==> config.mk <==
export PLATFORM = sky130hd
export DESIGN_NAME = iommu_attach_detach_handler
export DESIGN_NICKNAME = d
export VERILOG_FILES = /design/src/rtl/req_field_collector.v /design/src/rtl/endpoint_access_check.v /design/src/rtl/iommu_attach_detach_handler.v
export VERILOG_INCLUDE_DIRS = /design/src /design/src/inc
export SDC_FILE = /design/constraint.sdc
export NUM_CORES = 2
export LEC_CHECK = 0
export ABC_AREA = 1
export BUFFER_PORTS_ARGS = -buffer_cell sky130_fd_sc_hd__buf_4
export CAP_MARGIN = 20
export CORE_MARGIN = 2
export CORE_UTILIZATION = 35
export DETAILED_ROUTE_END_ITERATION = 7
export GPL_TIMING_DRIVEN = 0
export PLACE_DENSITY = 0.52
export SLEW_MARGIN = 20
export SYNTH_ARGS = -nofsm -noshare
export SYNTH_HDL_FRONTEND = slang
export SYNTH_SLANG_ARGS = --single-unit
export TNS_END_PERCENT = 1
==> constraint.sdc <==
create_clock -name clk -period 26.7 [get_ports clk]
set_input_delay 1.335 -clock clk [delete_from_list [all_inputs] [get_ports clk]]
set_output_delay 1.335 -clock clk [all_outputs]
set_load 0.1 [all_outputs]
==> src/inc/iommu_defs.vh <==
// Constants for the paravirtual IOMMU attach/detach request handler
`ifndef IOMMU_DEFS_VH
`define IOMMU_DEFS_VH

// Request type byte values
`define REQ_TYPE_ATTACH     8'h01
`define REQ_TYPE_DETACH     8'h02

// Tail status byte values
`define STS_OK              8'h00
`define STS_UNSUPP          8'h02
`define STS_INVAL           8'h04
`define STS_NOENT           8'h06

// Byte offsets inside the device-readable part
`define OFS_TYPE            5'h00
`define OFS_DOMAIN          5'h04
`define OFS_ENDPOINT        5'h08
`define OFS_FLAGS           5'h0c
`define OFS_ATT_RESV        5'h10
`define READ_PART_LEN       5'h14

// Device-writable tail length and used length when no tail is written
`define TAIL_LEN            8'h04
`define USED_NONE           8'h00

// Attach flag bit positions
`define ATT_FLAG_BYPASS     0

// Table sizes
`define NUM_EP              8
`define EP_IDX_W            3
`define NUM_DOM             8
`define DOM_IDX_W           3
`define DOM_CNT_W           4
`define EP_CLASS_W          2

`endif

==> src/rtl/req_field_collector.v <==
// Collects a request's readable bytes into little-endian fields
`include "iommu_defs.vh"

module req_field_collector (
    input  wire        clk,
    input  wire        rst,
    input  wire        byteValid,
    input  wire [7:0]  byteData,
    input  wire        byteLast,
    output reg         fieldsValid,
    output reg  [7:0]  reqType,
    output reg  [31:0] reqDomain,
    output reg  [31:0] reqEndpoint,
    output reg  [31:0] reqFlags,
    output reg         attResvNz,
    output reg         longEnough
);

    reg [4:0] byteCnt_r;
    wire      inBody = (byteCnt_r < `READ_PART_LEN);
    wire [1:0] lane = byteCnt_r[1:0];

    // Byte placement; head reserved bytes are simply never stored
    always @(posedge clk or posedge rst) begin
        if (rst) begin
            byteCnt_r   <= 5'h00;
            fieldsValid <= 1'b0;
            reqType     <= 8'h00;
            reqDomain   <= 32'h0;
            reqEndpoint <= 32'h0;
            reqFlags    <= 32'h0;
            attResvNz   <= 1'b0;
            longEnough  <= 1'b0;
        end else begin
            fieldsValid <= byteValid & byteLast;
            if (byteValid) begin
                if (byteLast) begin
                    byteCnt_r  <= 5'h00;
                    // Trailing bytes beyond the known layout are tolerated
                    longEnough <= (byteCnt_r >= (`READ_PART_LEN - 5'h01));
                end else if (inBody) begin
                    byteCnt_r <= byteCnt_r + 5'h01;
                end
                if (byteCnt_r == 5'h00) begin
                    reqType   <= byteData;
                    attResvNz <= 1'b0;
                end
                if (inBody) begin
                    // Little-endian: lowest address lands in the low byte
                    case (byteCnt_r[4:2])
                        3'h1: reqDomain[lane*8 +: 8]   <= byteData;
                        3'h2: reqEndpoint[lane*8 +: 8] <= byteData;
                        3'h3: reqFlags[lane*8 +: 8]    <= byteData;
                        3'h4: attResvNz <= attResvNz | (|byteData);
                        default: ;
                    endcase
                end
            end
        end
    end

endmodule // req_field_collector

==> src/rtl/endpoint_access_check.v <==
// Grants (identity), blocks or sends to translation one endpoint access per cycle
`include "iommu_defs.vh"

module endpoint_access_check (
    input  wire                  clk,
    input  wire                  rst,
    input  wire                  accValid,
    input  wire [63:0]           accAddr,
    input  wire                  epAttached,
    input  wire                  domBypass,
    input  wire [31:0]           domId,
    input  wire                  unattBypass,
    output reg                   accDone,
    output reg                   accGrant,
    output reg                   accBypass,
    output reg                   accXlate,
    output reg  [31:0]           accDomain,
    output reg  [63:0]           accAddrOut
);

    wire byp = epAttached ? domBypass : unattBypass;

    // Attached non-bypass endpoints go to translation with their domain only
    always @(posedge clk or posedge rst) begin
        if (rst) begin
            accDone    <= 1'b0;
            accGrant   <= 1'b0;
            accBypass  <= 1'b0;
            accXlate   <= 1'b0;
            accDomain  <= 32'h0;
            accAddrOut <= 64'h0;
        end else begin
            accDone    <= accValid;
            accGrant   <= accValid & byp;
            accBypass  <= accValid & byp;
            accXlate   <= accValid & epAttached & ~domBypass;
            accDomain  <= (epAttached & ~domBypass) ? domId : 32'h0;
            // Identity translation; blocked accesses show no address
            accAddrOut <= (accValid & (byp | epAttached)) ? accAddr : 64'h0;
        end
    end

endmodule // endpoint_access_check

==> src/rtl/iommu_attach_detach_handler.v <==
// Attach/detach request handler with endpoint and domain tables
`include "iommu_defs.vh"

module iommu_attach_detach_handler (
    input  wire                                clk,
    input  wire                                rst,
    input  wire                                reqByteValid,
    input  wire [7:0]                          reqByte,
    input  wire                                reqByteLast,
    input  wire [7:0]                          reqWrLen,
    output reg                                 reqReady,
    output reg                                 respValid,
    output reg                                 respTailWritten,
    output reg  [7:0]                          respUsedLen,
    output reg  [31:0]                         respTail,
    input  wire                                featBypassCfg,
    input  wire                                cfgBypass,
    input  wire                                featBypassLegacy,
    input  wire [`NUM_EP*`EP_CLASS_W-1:0]      epClass,
    input  wire                                accValid,
    input  wire [`EP_IDX_W-1:0]                accEp,
    input  wire [63:0]                         accAddr,
    output wire                                accDone,
    output wire                                accGrant,
    output wire                                accBypass,
    output wire                                accXlate,
    output wire [31:0]                         accDomain,
    output wire [63:0]                         accAddrOut,
    output reg  [`NUM_EP-1:0]                  epAttachedMap
);

    localparam [2:0] ST_IDLE = 3'b001;
    localparam [2:0] ST_EXEC = 3'b010;
    localparam [2:0] ST_RESP = 3'b100;

    reg  [2:0]                 state_r;
    reg  [2:0]                 state_nxt;

    // Endpoint table: which slot each endpoint sits in
    reg  [`DOM_IDX_W-1:0]      epSlot_r [0:`NUM_EP-1];
    // Domain slot table
    reg  [`NUM_DOM-1:0]        domValid_r;
    reg  [`NUM_DOM-1:0]        domByp_r;
    reg  [31:0]                domId_r   [0:`NUM_DOM-1];
    reg  [`DOM_CNT_W-1:0]      domCnt_r  [0:`NUM_DOM-1];
    reg  [`EP_CLASS_W-1:0]     domCls_r  [0:`NUM_DOM-1];

    wire                       fieldsValid;
    wire [7:0]                 reqType;
    wire [31:0]                reqDomain;
    wire [31:0]                reqEndpoint;
    wire [31:0]                reqFlags;
    wire                       attResvNz;
    wire                       longEnough;

    req_field_collector u_collect (
        .clk         (clk),
        .rst         (rst),
        .byteValid   (reqByteValid & reqReady),
        .byteData    (reqByte),
        .byteLast    (reqByteLast),
        .fieldsValid (fieldsValid),
        .reqType     (reqType),
        .reqDomain   (reqDomain),
        .reqEndpoint (reqEndpoint),
        .reqFlags    (reqFlags),
        .attResvNz   (attResvNz),
        .longEnough  (longEnough)
    );

    // Domain ID lookup, one comparator per slot
    wire [`NUM_DOM-1:0] domHit;
    genvar gi;
    generate
        for (gi = 0; gi < `NUM_DOM; gi = gi + 1) begin : g_hit
            assign domHit[gi] = domValid_r[gi] & (domId_r[gi] == reqDomain);
        end
    endgenerate

    // Encoders for the hit slot and the lowest free slot
    reg  [`DOM_IDX_W-1:0] hitSlot;
    reg  [`DOM_IDX_W-1:0] freeSlot;
    reg                   freeFound;
    integer k;
    always @* begin
        hitSlot   = {`DOM_IDX_W{1'b0}};
        freeSlot  = {`DOM_IDX_W{1'b0}};
        freeFound = 1'b0;
        for (k = `NUM_DOM - 1; k >= 0; k = k - 1) begin
            if (domHit[k]) begin
                hitSlot = k[`DOM_IDX_W-1:0];
            end
            if (!domValid_r[k]) begin
                freeSlot  = k[`DOM_IDX_W-1:0];
                freeFound = 1'b1;
            end
        end
    end

    wire                    epExists = (reqEndpoint < `NUM_EP);
    wire [`EP_IDX_W-1:0]    epIdx    = reqEndpoint[`EP_IDX_W-1:0];
    wire                    epAtt    = epAttachedMap[epIdx];
    wire [`DOM_IDX_W-1:0]   oldSlot  = epSlot_r[epIdx];
    wire                    domExist = |domHit;
    wire [`EP_CLASS_W-1:0]  myClass  = epClass[epIdx*`EP_CLASS_W +: `EP_CLASS_W];
    wire [31:0]             flagMask = {31'h0, featBypassCfg};
    wire                    reqByp   = featBypassCfg & reqFlags[`ATT_FLAG_BYPASS];
    // Moving out of a sole-member domain frees its slot for reuse at once
    wire                    oldFrees = epAtt & (domCnt_r[oldSlot] == 4'h1);
    wire [`DOM_IDX_W-1:0]   newSlot  = domExist ? hitSlot : (freeFound ? freeSlot : oldSlot);
    wire                    canMake  = domExist | freeFound | oldFrees;

    // Request decision
    reg  [7:0] status;
    reg        doAttach;
    reg        doDetach;
    reg        tailOk;
    always @* begin
        status   = `STS_OK;
        doAttach = 1'b0;
        doDetach = 1'b0;
        // Tail can only be located if both parts cover the known layout
        tailOk   = longEnough & (reqWrLen >= `TAIL_LEN);
        if (reqType == `REQ_TYPE_ATTACH) begin
            if (attResvNz) begin
                status = `STS_INVAL;
            end else if (|(reqFlags & ~flagMask)) begin
                status = `STS_INVAL;
            end else if (!epExists) begin
                status = `STS_NOENT;
            end else if (domExist && (domByp_r[hitSlot] != reqByp)) begin
                status = `STS_INVAL;
            end else if (domExist && (domCnt_r[hitSlot] != 4'h0) &&
                         (domCls_r[hitSlot] != myClass)) begin
                status = `STS_UNSUPP;
            end else if (domExist && (&domCnt_r[hitSlot])) begin
                status = `STS_UNSUPP;
            end else if (!canMake) begin
                status = `STS_UNSUPP;
            end else begin
                doAttach = 1'b1;
            end
        end else if (reqType == `REQ_TYPE_DETACH) begin
            // Detach reserved bytes are never examined
            if (!epExists) begin
                status = `STS_NOENT;
            end else if (!domExist || !epAtt || (oldSlot != hitSlot)) begin
                status = `STS_INVAL;
            end else begin
                doDetach = 1'b1;
            end
        end else begin
            tailOk = 1'b0;
        end
        // Nothing changes unless the answer can be delivered
        if (!tailOk) begin
            doAttach = 1'b0;
            doDetach = 1'b0;
        end
    end

    // Whether the endpoint really leaves its old slot on this request
    // A reused sole-member slot must still take the new identity, so it is not a no-op
    wire sameSlot = doAttach & epAtt & domExist & (oldSlot == newSlot);
    wire leaveOld = (doDetach | (doAttach & epAtt)) & ~sameSlot;

    // Per-slot table update; counts fall before they rise on a move
    generate
        for (gi = 0; gi < `NUM_DOM; gi = gi + 1) begin : g_dom
            wire dec = leaveOld & (oldSlot == gi);
            wire inc = doAttach & ~sameSlot & (newSlot == gi);
            wire [`DOM_CNT_W-1:0] cntAfter = domCnt_r[gi] - {3'h0, dec};
            always @(posedge clk or posedge rst) begin
                if (rst) begin
                    domValid_r[gi] <= 1'b0;
                    domByp_r[gi]   <= 1'b0;
                    domId_r[gi]    <= 32'h0;
                    domCnt_r[gi]   <= 4'h0;
                    domCls_r[gi]   <= 2'h0;
                end else if (state_r == ST_EXEC) begin
                    if (inc) begin
                        if (cntAfter == 4'h0) begin
                            // Fresh or reused slot takes the new domain's identity
                            domValid_r[gi] <= 1'b1;
                            domId_r[gi]    <= reqDomain;
                            domByp_r[gi]   <= reqByp;
                            domCls_r[gi]   <= myClass;
                        end
                        domCnt_r[gi] <= cntAfter + 4'h1;
                    end else if (dec) begin
                        domCnt_r[gi] <= cntAfter;
                        if (cntAfter == 4'h0) begin
                            domValid_r[gi] <= 1'b0;
                        end
                    end
                end
            end
        end
    endgenerate

    // Endpoint table update; one slot index per endpoint keeps it in one domain
    generate
        for (gi = 0; gi < `NUM_EP; gi = gi + 1) begin : g_ep
            always @(posedge clk or posedge rst) begin
                if (rst) begin
                    epAttachedMap[gi] <= 1'b0;
                    epSlot_r[gi]      <= {`DOM_IDX_W{1'b0}};
                end else if ((state_r == ST_EXEC) && (epIdx == gi)) begin
                    if (doAttach) begin
                        epAttachedMap[gi] <= 1'b1;
                        epSlot_r[gi]      <= newSlot;
                    end else if (doDetach) begin
                        epAttachedMap[gi] <= 1'b0;
                    end
                end
            end
        end
    endgenerate

    // Sequencer: one request at a time, bytes refused while busy
    always @* begin
        state_nxt = state_r;
        case (state_r)
            ST_IDLE: begin
                if (fieldsValid) begin
                    state_nxt = ST_EXEC;
                end
            end
            ST_EXEC: state_nxt = ST_RESP;
            ST_RESP: state_nxt = ST_IDLE;
            default: state_nxt = ST_IDLE;
        endcase
    end

    always @(posedge clk or posedge rst) begin
        if (rst) begin
            state_r  <= ST_IDLE;
            reqReady <= 1'b1;
        end else begin
            state_r  <= state_nxt;
            reqReady <= (state_nxt == ST_IDLE) & ~(reqByteValid & reqReady & reqByteLast);
        end
    end

    // Response; tail reserved bytes always zero
    always @(posedge clk or posedge rst) begin
        if (rst) begin
            respValid       <= 1'b0;
            respTailWritten <= 1'b0;
            respUsedLen     <= `USED_NONE;
            respTail        <= 32'h0;
        end else begin
            respValid <= (state_r == ST_EXEC);
            if (state_r == ST_EXEC) begin
                respTailWritten <= tailOk;
                respUsedLen     <= tailOk ? `TAIL_LEN : `USED_NONE;
                respTail        <= tailOk ? {24'h0, status} : 32'h0;
            end
        end
    end

    // Access path sees the table of the queried endpoint
    wire [`DOM_IDX_W-1:0] accSlot     = epSlot_r[accEp];
    // Unattached endpoints pass only under a bypass feature
    wire                  unattBypass = (featBypassCfg & cfgBypass) | featBypassLegacy;

    endpoint_access_check u_access (
        .clk         (clk),
        .rst         (rst),
        .accValid    (accValid),
        .accAddr     (accAddr),
        .epAttached  (epAttachedMap[accEp]),
        .domBypass   (domByp_r[accSlot]),
        .domId       (domId_r[accSlot]),
        .unattBypass (unattBypass),
        .accDone     (accDone),
        .accGrant    (accGrant),
        .accBypass   (accBypass),
        .accXlate    (accXlate),
        .accDomain   (accDomain),
        .accAddrOut  (accAddrOut)
    );

endmodule // iommu_attach_detach_handler

Word level (Yosys, flattened, before mapping):

Cells that the tools add are included.

* order comparisons: 13
* bitwise logic cells: 57
* eq/ne operators: 43
* muxes and demuxes: 144
* $add $sub $neg: 18
* reductions and logical operators: 89
* shift operators: 3

Operators by type and width (count)
* 32-bit == test: 8
* 32-bit binary-select mux with 3-bit select: 1
* 32-bit bitwise mux: 3
* 32-bit two-way mux: 3
* 3-bit two-way mux: 31
* 4-bit two-way mux: 20
* 1-bit two-way mux: 66
* 64-bit two-way mux: 1
* 3-bit AND reduction: 19
* 2-bit AND reduction: 27
* 1-bit AND: 41
* 3-bit == test, second input constant: 13
* 5-bit negator with 34-bit output: 1
* 8-bit by 34-bit variable shift with 32-bit output, first input constant: 1
* 8-bit by 34-bit indexed part select with 32-bit output: 1
* 4-bit by 1-bit adder with 4-bit output, second input constant: 8
* 32-bit AND: 1
* 4-bit zero test: 8
* 32-bit by 4-bit < comparator with 1-bit output, second input constant: 1
* 1-bit NOT with 32-bit output: 1
* 32-bit OR reduction: 1
* 4-bit by 1-bit subtractor with 4-bit output: 8
* 3-bit by 2-bit == test with 1-bit output, second input constant: 9
* 4-bit binary-select mux with 3-bit select: 2
* 34 further kinds: 92

* logic and storage cells: 442
* input bits: 107
* output and inout bits: 151
* register bits after elaboration: 609

Longest topological paths before layout:

* depth after elaboration: 35
* depth in mapped cells: 44

Modules after synthesis:

From an unflattened synthesis, not the netlist that was laid out.

* cells, all modules: 4470
* area total of the unflattened synthesis: 32812.7 um^2

By module, submodules not included
* iommu_attach_detach_handler: times used 1, area an instance 24653.6 um^2, cells an instance 3596
* req_field_collector: times used 1, area an instance 4819.6 um^2, cells an instance 564
* endpoint_access_check: times used 1, area an instance 3339.5 um^2, cells an instance 310

Worst setup path after synthesis:

Ideal clock, no wire load.

* path type: register to register
* start point: reg u_collect.reqDomain[24]
* end point: reg domId_r[9] (netlist name)
* buffers on the path: 3
* stages on the path, launching flop included: 32
* setup slack: 22.303 ns
* data arrival time: 4.262 ns
* clock period less this slack: 4.397 ns
* path through: dfrtp_1 -> buf_2 -> inv_2 -> or2_1 -> nor3b_1 -> nand2_1 -> nor2_1 -> nand2_1 -> nand3b_1 -> nand2_1 -> inv_1 -> nand2_1 -> nand2_4 -> buf_2 -> xor2_1 -> nor4_1 -> o21ai_0 -> a21oi_1 -> nand2_1 -> nand2_1 -> nand2_1 -> nor3_1 -> ha_1 -> xor2_1 -> inv_1 -> ha_1 -> nand2_1 -> nor2_1 -> nand4_4 -> clkbuf_1 -> nand2_1 -> o21ai_0

* longest elaborated chain between the ends: 33

RTL lines
* from (decl): line req_field_collector.v:12 `output reg [31:0] reqDomain,`
* from (signal, indexed assignment): line req_field_collector.v:51 `3'h1: reqDomain[lane*8 +: 8] <= byteData;`
* 32-bit == test: line iommu_attach_detach_handler.v:76 `assign domHit[gi] = domValid_r[gi] & (domId_r[gi] == reqDomain);`
* 1-bit AND: line iommu_attach_detach_handler.v:76
* 3-bit two-way mux (8 in series): line iommu_attach_detach_handler.v:90 `if (domHit[k]) begin`
* 3-bit NOT with 4-bit output (not written as such): line iommu_attach_detach_handler.v:133, iommu_attach_detach_handler.v:134, iommu_attach_detach_handler.v:136
* 4-bit binary-select mux with 3-bit select: line iommu_attach_detach_handler.v:133, iommu_attach_detach_handler.v:136
* 4-bit two-way mux (not written as such) (2 in series): line iommu_attach_detach_handler.v:133, iommu_attach_detach_handler.v:136
* 4-bit AND reduction / 4-bit nonzero test (equally long branches): line iommu_attach_detach_handler.v:136, iommu_attach_detach_handler.v:133
* 1-bit logical AND, on equally long branches: line iommu_attach_detach_handler.v:136, iommu_attach_detach_handler.v:133
* [8 not listed]
* 1-bit AND: line iommu_attach_detach_handler.v:164, iommu_attach_detach_handler.v:165
* 1-bit AND (2 in series): line iommu_attach_detach_handler.v:164 `wire sameSlot = doAttach & epAtt & domExist & (oldSlot == newSlot);`
* 1-bit NOT: line iommu_attach_detach_handler.v:165, iommu_attach_detach_handler.v:171
* 1-bit AND: line iommu_attach_detach_handler.v:165 `wire leaveOld = (doDetach | (doAttach & epAtt)) & ~sameSlot;`
* 1-bit AND: line iommu_attach_detach_handler.v:170 `wire dec = leaveOld & (oldSlot == gi);`
* 4-bit by 1-bit subtractor with 4-bit output: line iommu_attach_detach_handler.v:172 `` wire [`DOM_CNT_W-1:0] cntAfter = domCnt_r[gi] - {3'h0, dec}; ``
* 4-bit zero test: line iommu_attach_detach_handler.v:182 `if (cntAfter == 4'h0) begin`
* 3-bit AND reduction (no source line) (*)
* to (signal, indexed assignment): line iommu_attach_detach_handler.v:185 `domId_r[gi] <= reqDomain;`
* to (decl): line iommu_attach_detach_handler.v:44 `` reg [31:0] domId_r [0:`NUM_DOM-1]; ``

Mark *: on every way between the ends. The rest lies on a longest branch, timed or not. The select of a mux whose other input is x is not followed.
A chain may end at the register's enable or synchronous reset.

Worst setup path in the final report:

* start point: reg u_collect.reqDomain[17]
* end point: reg domId_r[176] (netlist name)

Same word-level chain as after synthesis.

==> results by group <==
Yosys
  • Post-Synth XOR/XNOR Area: 0.0258
  • Number of synthesized register bits: 571
  • Post-Synth Adder-Cell Area: 0.0142
  • Cell taking the most area after synthesis: dfrtp_1
  • Synthesized area per cell: 7.58 sq um
  • Post-synth EDFFs: 0
  • Ys async rst share: 1.00
  • Main combinational cell family by area after synthesis: simple AND/OR/NAND/NOR gates
  • Synthesized area: roughly 0.033 sq mm
  • Synth Area in Simple Gates: 0.265
  • Complex-gate fraction of the synthesized area: 0.138
  • Largest cells by area after synthesis: dfrtp_1 44%, nand2_1 13%, o21ai_0 6.6%
  • Yosys warnings: 0
  • Top-area cell type share of the netlist area: 0.437
  • Synth cell types: 64
  • Register area share after synthesis: 0.439
  • Post-synthesis mux area share: 0.0232
  • Cells after Synth: 4295
  • Ys flop type: dfrtp_1

Power and ir drop
  • Max VDD drop: 0.0575 mV
  • Leakage: roughly 18 nW
  • Register share of total power: 0.299
  • Switching Share: 0.442
  • Combinational fraction of design power: 0.380
  • Clk pwr share: 0.321
  • Int Pwr: 1.80 mW
  • Psw: 1.43 mW
  • PwrDens: 83.7 mW/mm^2

Floorplanning
  • # rows: 111
  • Die area: 0.0954 sq mm
  • Die Y-Extent: ~310 um
  • I/O pins: 258
  • Core area: 0.0919 sq mm
  • Die width: 309 um
  • Initial core utilization: 0.354

STA
  • Hold Worst Slack: 482 ps
  • RSZ-0062 raised after global routing: false
  • Setup TNS: 0 ps
  • Skew final: 28.1 ps
  • Worst-Margin Slew: 1360 ps
  • Minimum clock period: 8560 ps
  • Final hold viol count: 0
  • Worst rel slew slack: 0.0943
  • Max Transition Viols Final: 0
  • Period utilization: 0.321
  • # setup viols final: 0
  • Fmax achieved: 117 MHz

Finish
  • Commonest cells after routing, fill and taps aside: 1146 x nand2_1, 569 x dfrtp_1, 428 x o21ai_0
  • Leading cell type in the layout, fill and taps excluded: nand2_1
  • Layout cells sized above 1: 0.140
  • # fillers: between 9000 and 10000
  • Nets@finish: 4774
  • Area Growth Syn to Fin: 18.7%

Global routing
  • Gr usage total: 0.381
  • Wire length of the first global-routing pass: 252000 um
  • Largest net degree at the start of global routing: between 90 and 100
  • Number of global-route vias before repair: 31598
  • Grt total ovfl: 0
  • Antenna violations before repair: 11

Critical path
  • Required time of the critical path: 27280 ps
  • Most used cell, CP: nand2_1
  • Top Family by Delay on Critical Path: simple AND/OR/NAND/NOR gates
  • CP Data Arrival Time: 9140 ps
  • Critical path's largest stage delay: approximately 940 ps
  • Slowest CP cell: clkbuf_1
  • Crit. End Element: flop
  • CP bufs+invs: 6
  • Setup CP Type: flop to flop
  • R2R setup slack: between 15000 and 20000 ps
  • Crit path depth: 30
  • R2R cell count: 30
  • Startpoint types: flop
  • CP Max Fanout: 10

Clocking
  • Clk_lat worst skew: 680 ps
  • CTS Sinks: 571
  • Number of buffers created by CTS: 70
  • CTS tree: done
  • Post-CTS setup buffer count: 0
  • Clk buf depth: 3
  • CTS Root Cell: clkbuf_16
  • Post-cts hold buffer count: 0
  • H-tree depth: 3
  • Clock transition at the registers of the reported paths: approximately 60 ps
  • Cts repair resizes: 0

Placement
  • DP HPWL: between 100000 and 150000 um
  • IO Port Bufs: between 200 and 250
  • RePlAce Congestion: 1.08

Run status
  • Status: finished clean

Hold path
  • Worst Hold Depth: 1
  • Worst Hold Class: flop to flop

Drt
  • Wirelength per Cell: 30.9 um
  • DRC viols: 0
  • Vias: 33440
  • Drt pass-1 iters: 6
  • Detailed Route WL: 183000 um
  • Detail-routed via count per cell: 5.64
  • Antenna viol nets, final: 0
  • Drt initial violations: between 4000 and 5000

Run
  • Max Cap Viol: 0
[synth_stat cells, drive strengths merged, types with 2 or more instances]
cell / count
and2: 2
a31oi: 4
nand4: 98
o211ai: 13
buf: 139
o21ai: 583
a22oi: 9
a211oi: 2
clkbuf: 117
nor4: 48
o22ai: 47
dfstp: 2
nor2: 338
ha: 37
a32o: 24
and3: 3
a221oi: 11
nor3b: 9
o221ai: 8
mux2: 67
xnor2: 54
nor4b: 4
dfrtp: 569
o21bai: 2
o2111ai: 8
o21a: 5
nand3: 247
nor3: 63
nand3b: 8
inv: 450
a21oi: 85
nand2: 1152
xor2: 42
o31ai: 9
or2: 26
[through the flow]
step                      cell area (sq um)   util  power (mW)  cells  setup WS (ps)
final                                 38600  0.420        3.23   5934          18140
after CTS                             38600  0.420        3.20   5927          18650
after global placement                35900  0.390        2.16   5791           2040
after global routing                  38600  0.420        3.31   5928          18000
after floorplan                       32700      -        1.63   4331           9400
after detailed placement              36100  0.393        2.16   5800          18700
[routing by layer]
metal | up-vias | wire [um] | track usage
li1 | 14729 | - | -
met1 | 16431 | 77600 | 0.522
met2 | 1891 | 75500 | 0.543
met3 | 385 | 18400 | 0.104
met4 | 4 | 11700 | 0.210
met5 | - | 31 | 0
[final cells by class]
| type | instances | area, sq um | share of cell area |
|---|---|---|---|
| multi-input combinational | 3053 | 15300 | 0.397 |
| sequential | 571 | 14300 | 0.370 |
| clock buffer | 100 | 2000 | 0.0519 |
| timing repair buffer | 227 | 1840 | 0.0477 |
| inverter | 451 | 1700 | 0.0440 |
| tap | 1243 | 1560 | 0.0403 |
| buffer | 256 | 1400 | 0.0363 |
| clock inverter | 27 | 485 | 0.0126 |
| antenna | 6 | 15.0 | 0.000389 |
[sequential cells by signal, summed over array words and instances, names as in the netlist, 5 cells and up]
| signal | cells |
|---|---|
| u_collect.reqType | 8 |
| epAttachedMap | 8 |
| domCls_r | 16 |
| domByp_r | 8 |
| epSlot_r | 24 |
| domValid_r | 8 |
| domCnt_r | 32 |
| u_collect.byteCnt_r | 5 |
| u_access.accDomain | 32 |
| domId_r | 256 |
| u_collect.reqFlags | 32 |
| u_access.accAddrOut | 64 |
| u_collect.reqDomain | 32 |
| u_collect.reqEndpoint | 32 |
[path summary, 6_finish.rpt]
check,endpoint,start
worst max-delay path,domId_r[176]$_DFFE_PP0P_,u_collect.reqDomain[17]$_DFFE_PP0P_
worst min-delay path,state_r[2]$_DFF_PP0_,state_r[2]$_DFF_PP0_
worst max register to register,domId_r[176]$_DFFE_PP0P_,u_collect.reqDomain[17]$_DFFE_PP0P_
worst min register to register,state_r[2]$_DFF_PP0_,state_r[2]$_DFF_PP0_
max in group asynchronous,u_access.accDomain[16]$_DFF_PP0_,rst
min in group asynchronous,u_access.accAddrOut[26]$_DFF_PP0_,rst
[cell families (layout without fill, tap and decap cells)]
kind of cell / after synthesis / after routing
compound gates: 815 / 815
flops: 571 / 571
simple gates: 2001 / 2001
mux: 67 / 67
fa+ha+maj: 37 / 37
buf+inv: 707 / 1061
xor+xnor: 96 / 96
other cells: 1 / 43
[power groups by stage]
stage	combinational, mW	sequential [mW]	clock [mW]
floorplan	0.594	1.03	0
global placement	1.18	0.982	0
detailed placement	1.18	0.980	0
CTS	1.18	0.965	1.05
global route	1.25	0.971	1.09
finish	1.23	0.968	1.04
No activity file was read; power rests on OpenSTA's default activity.
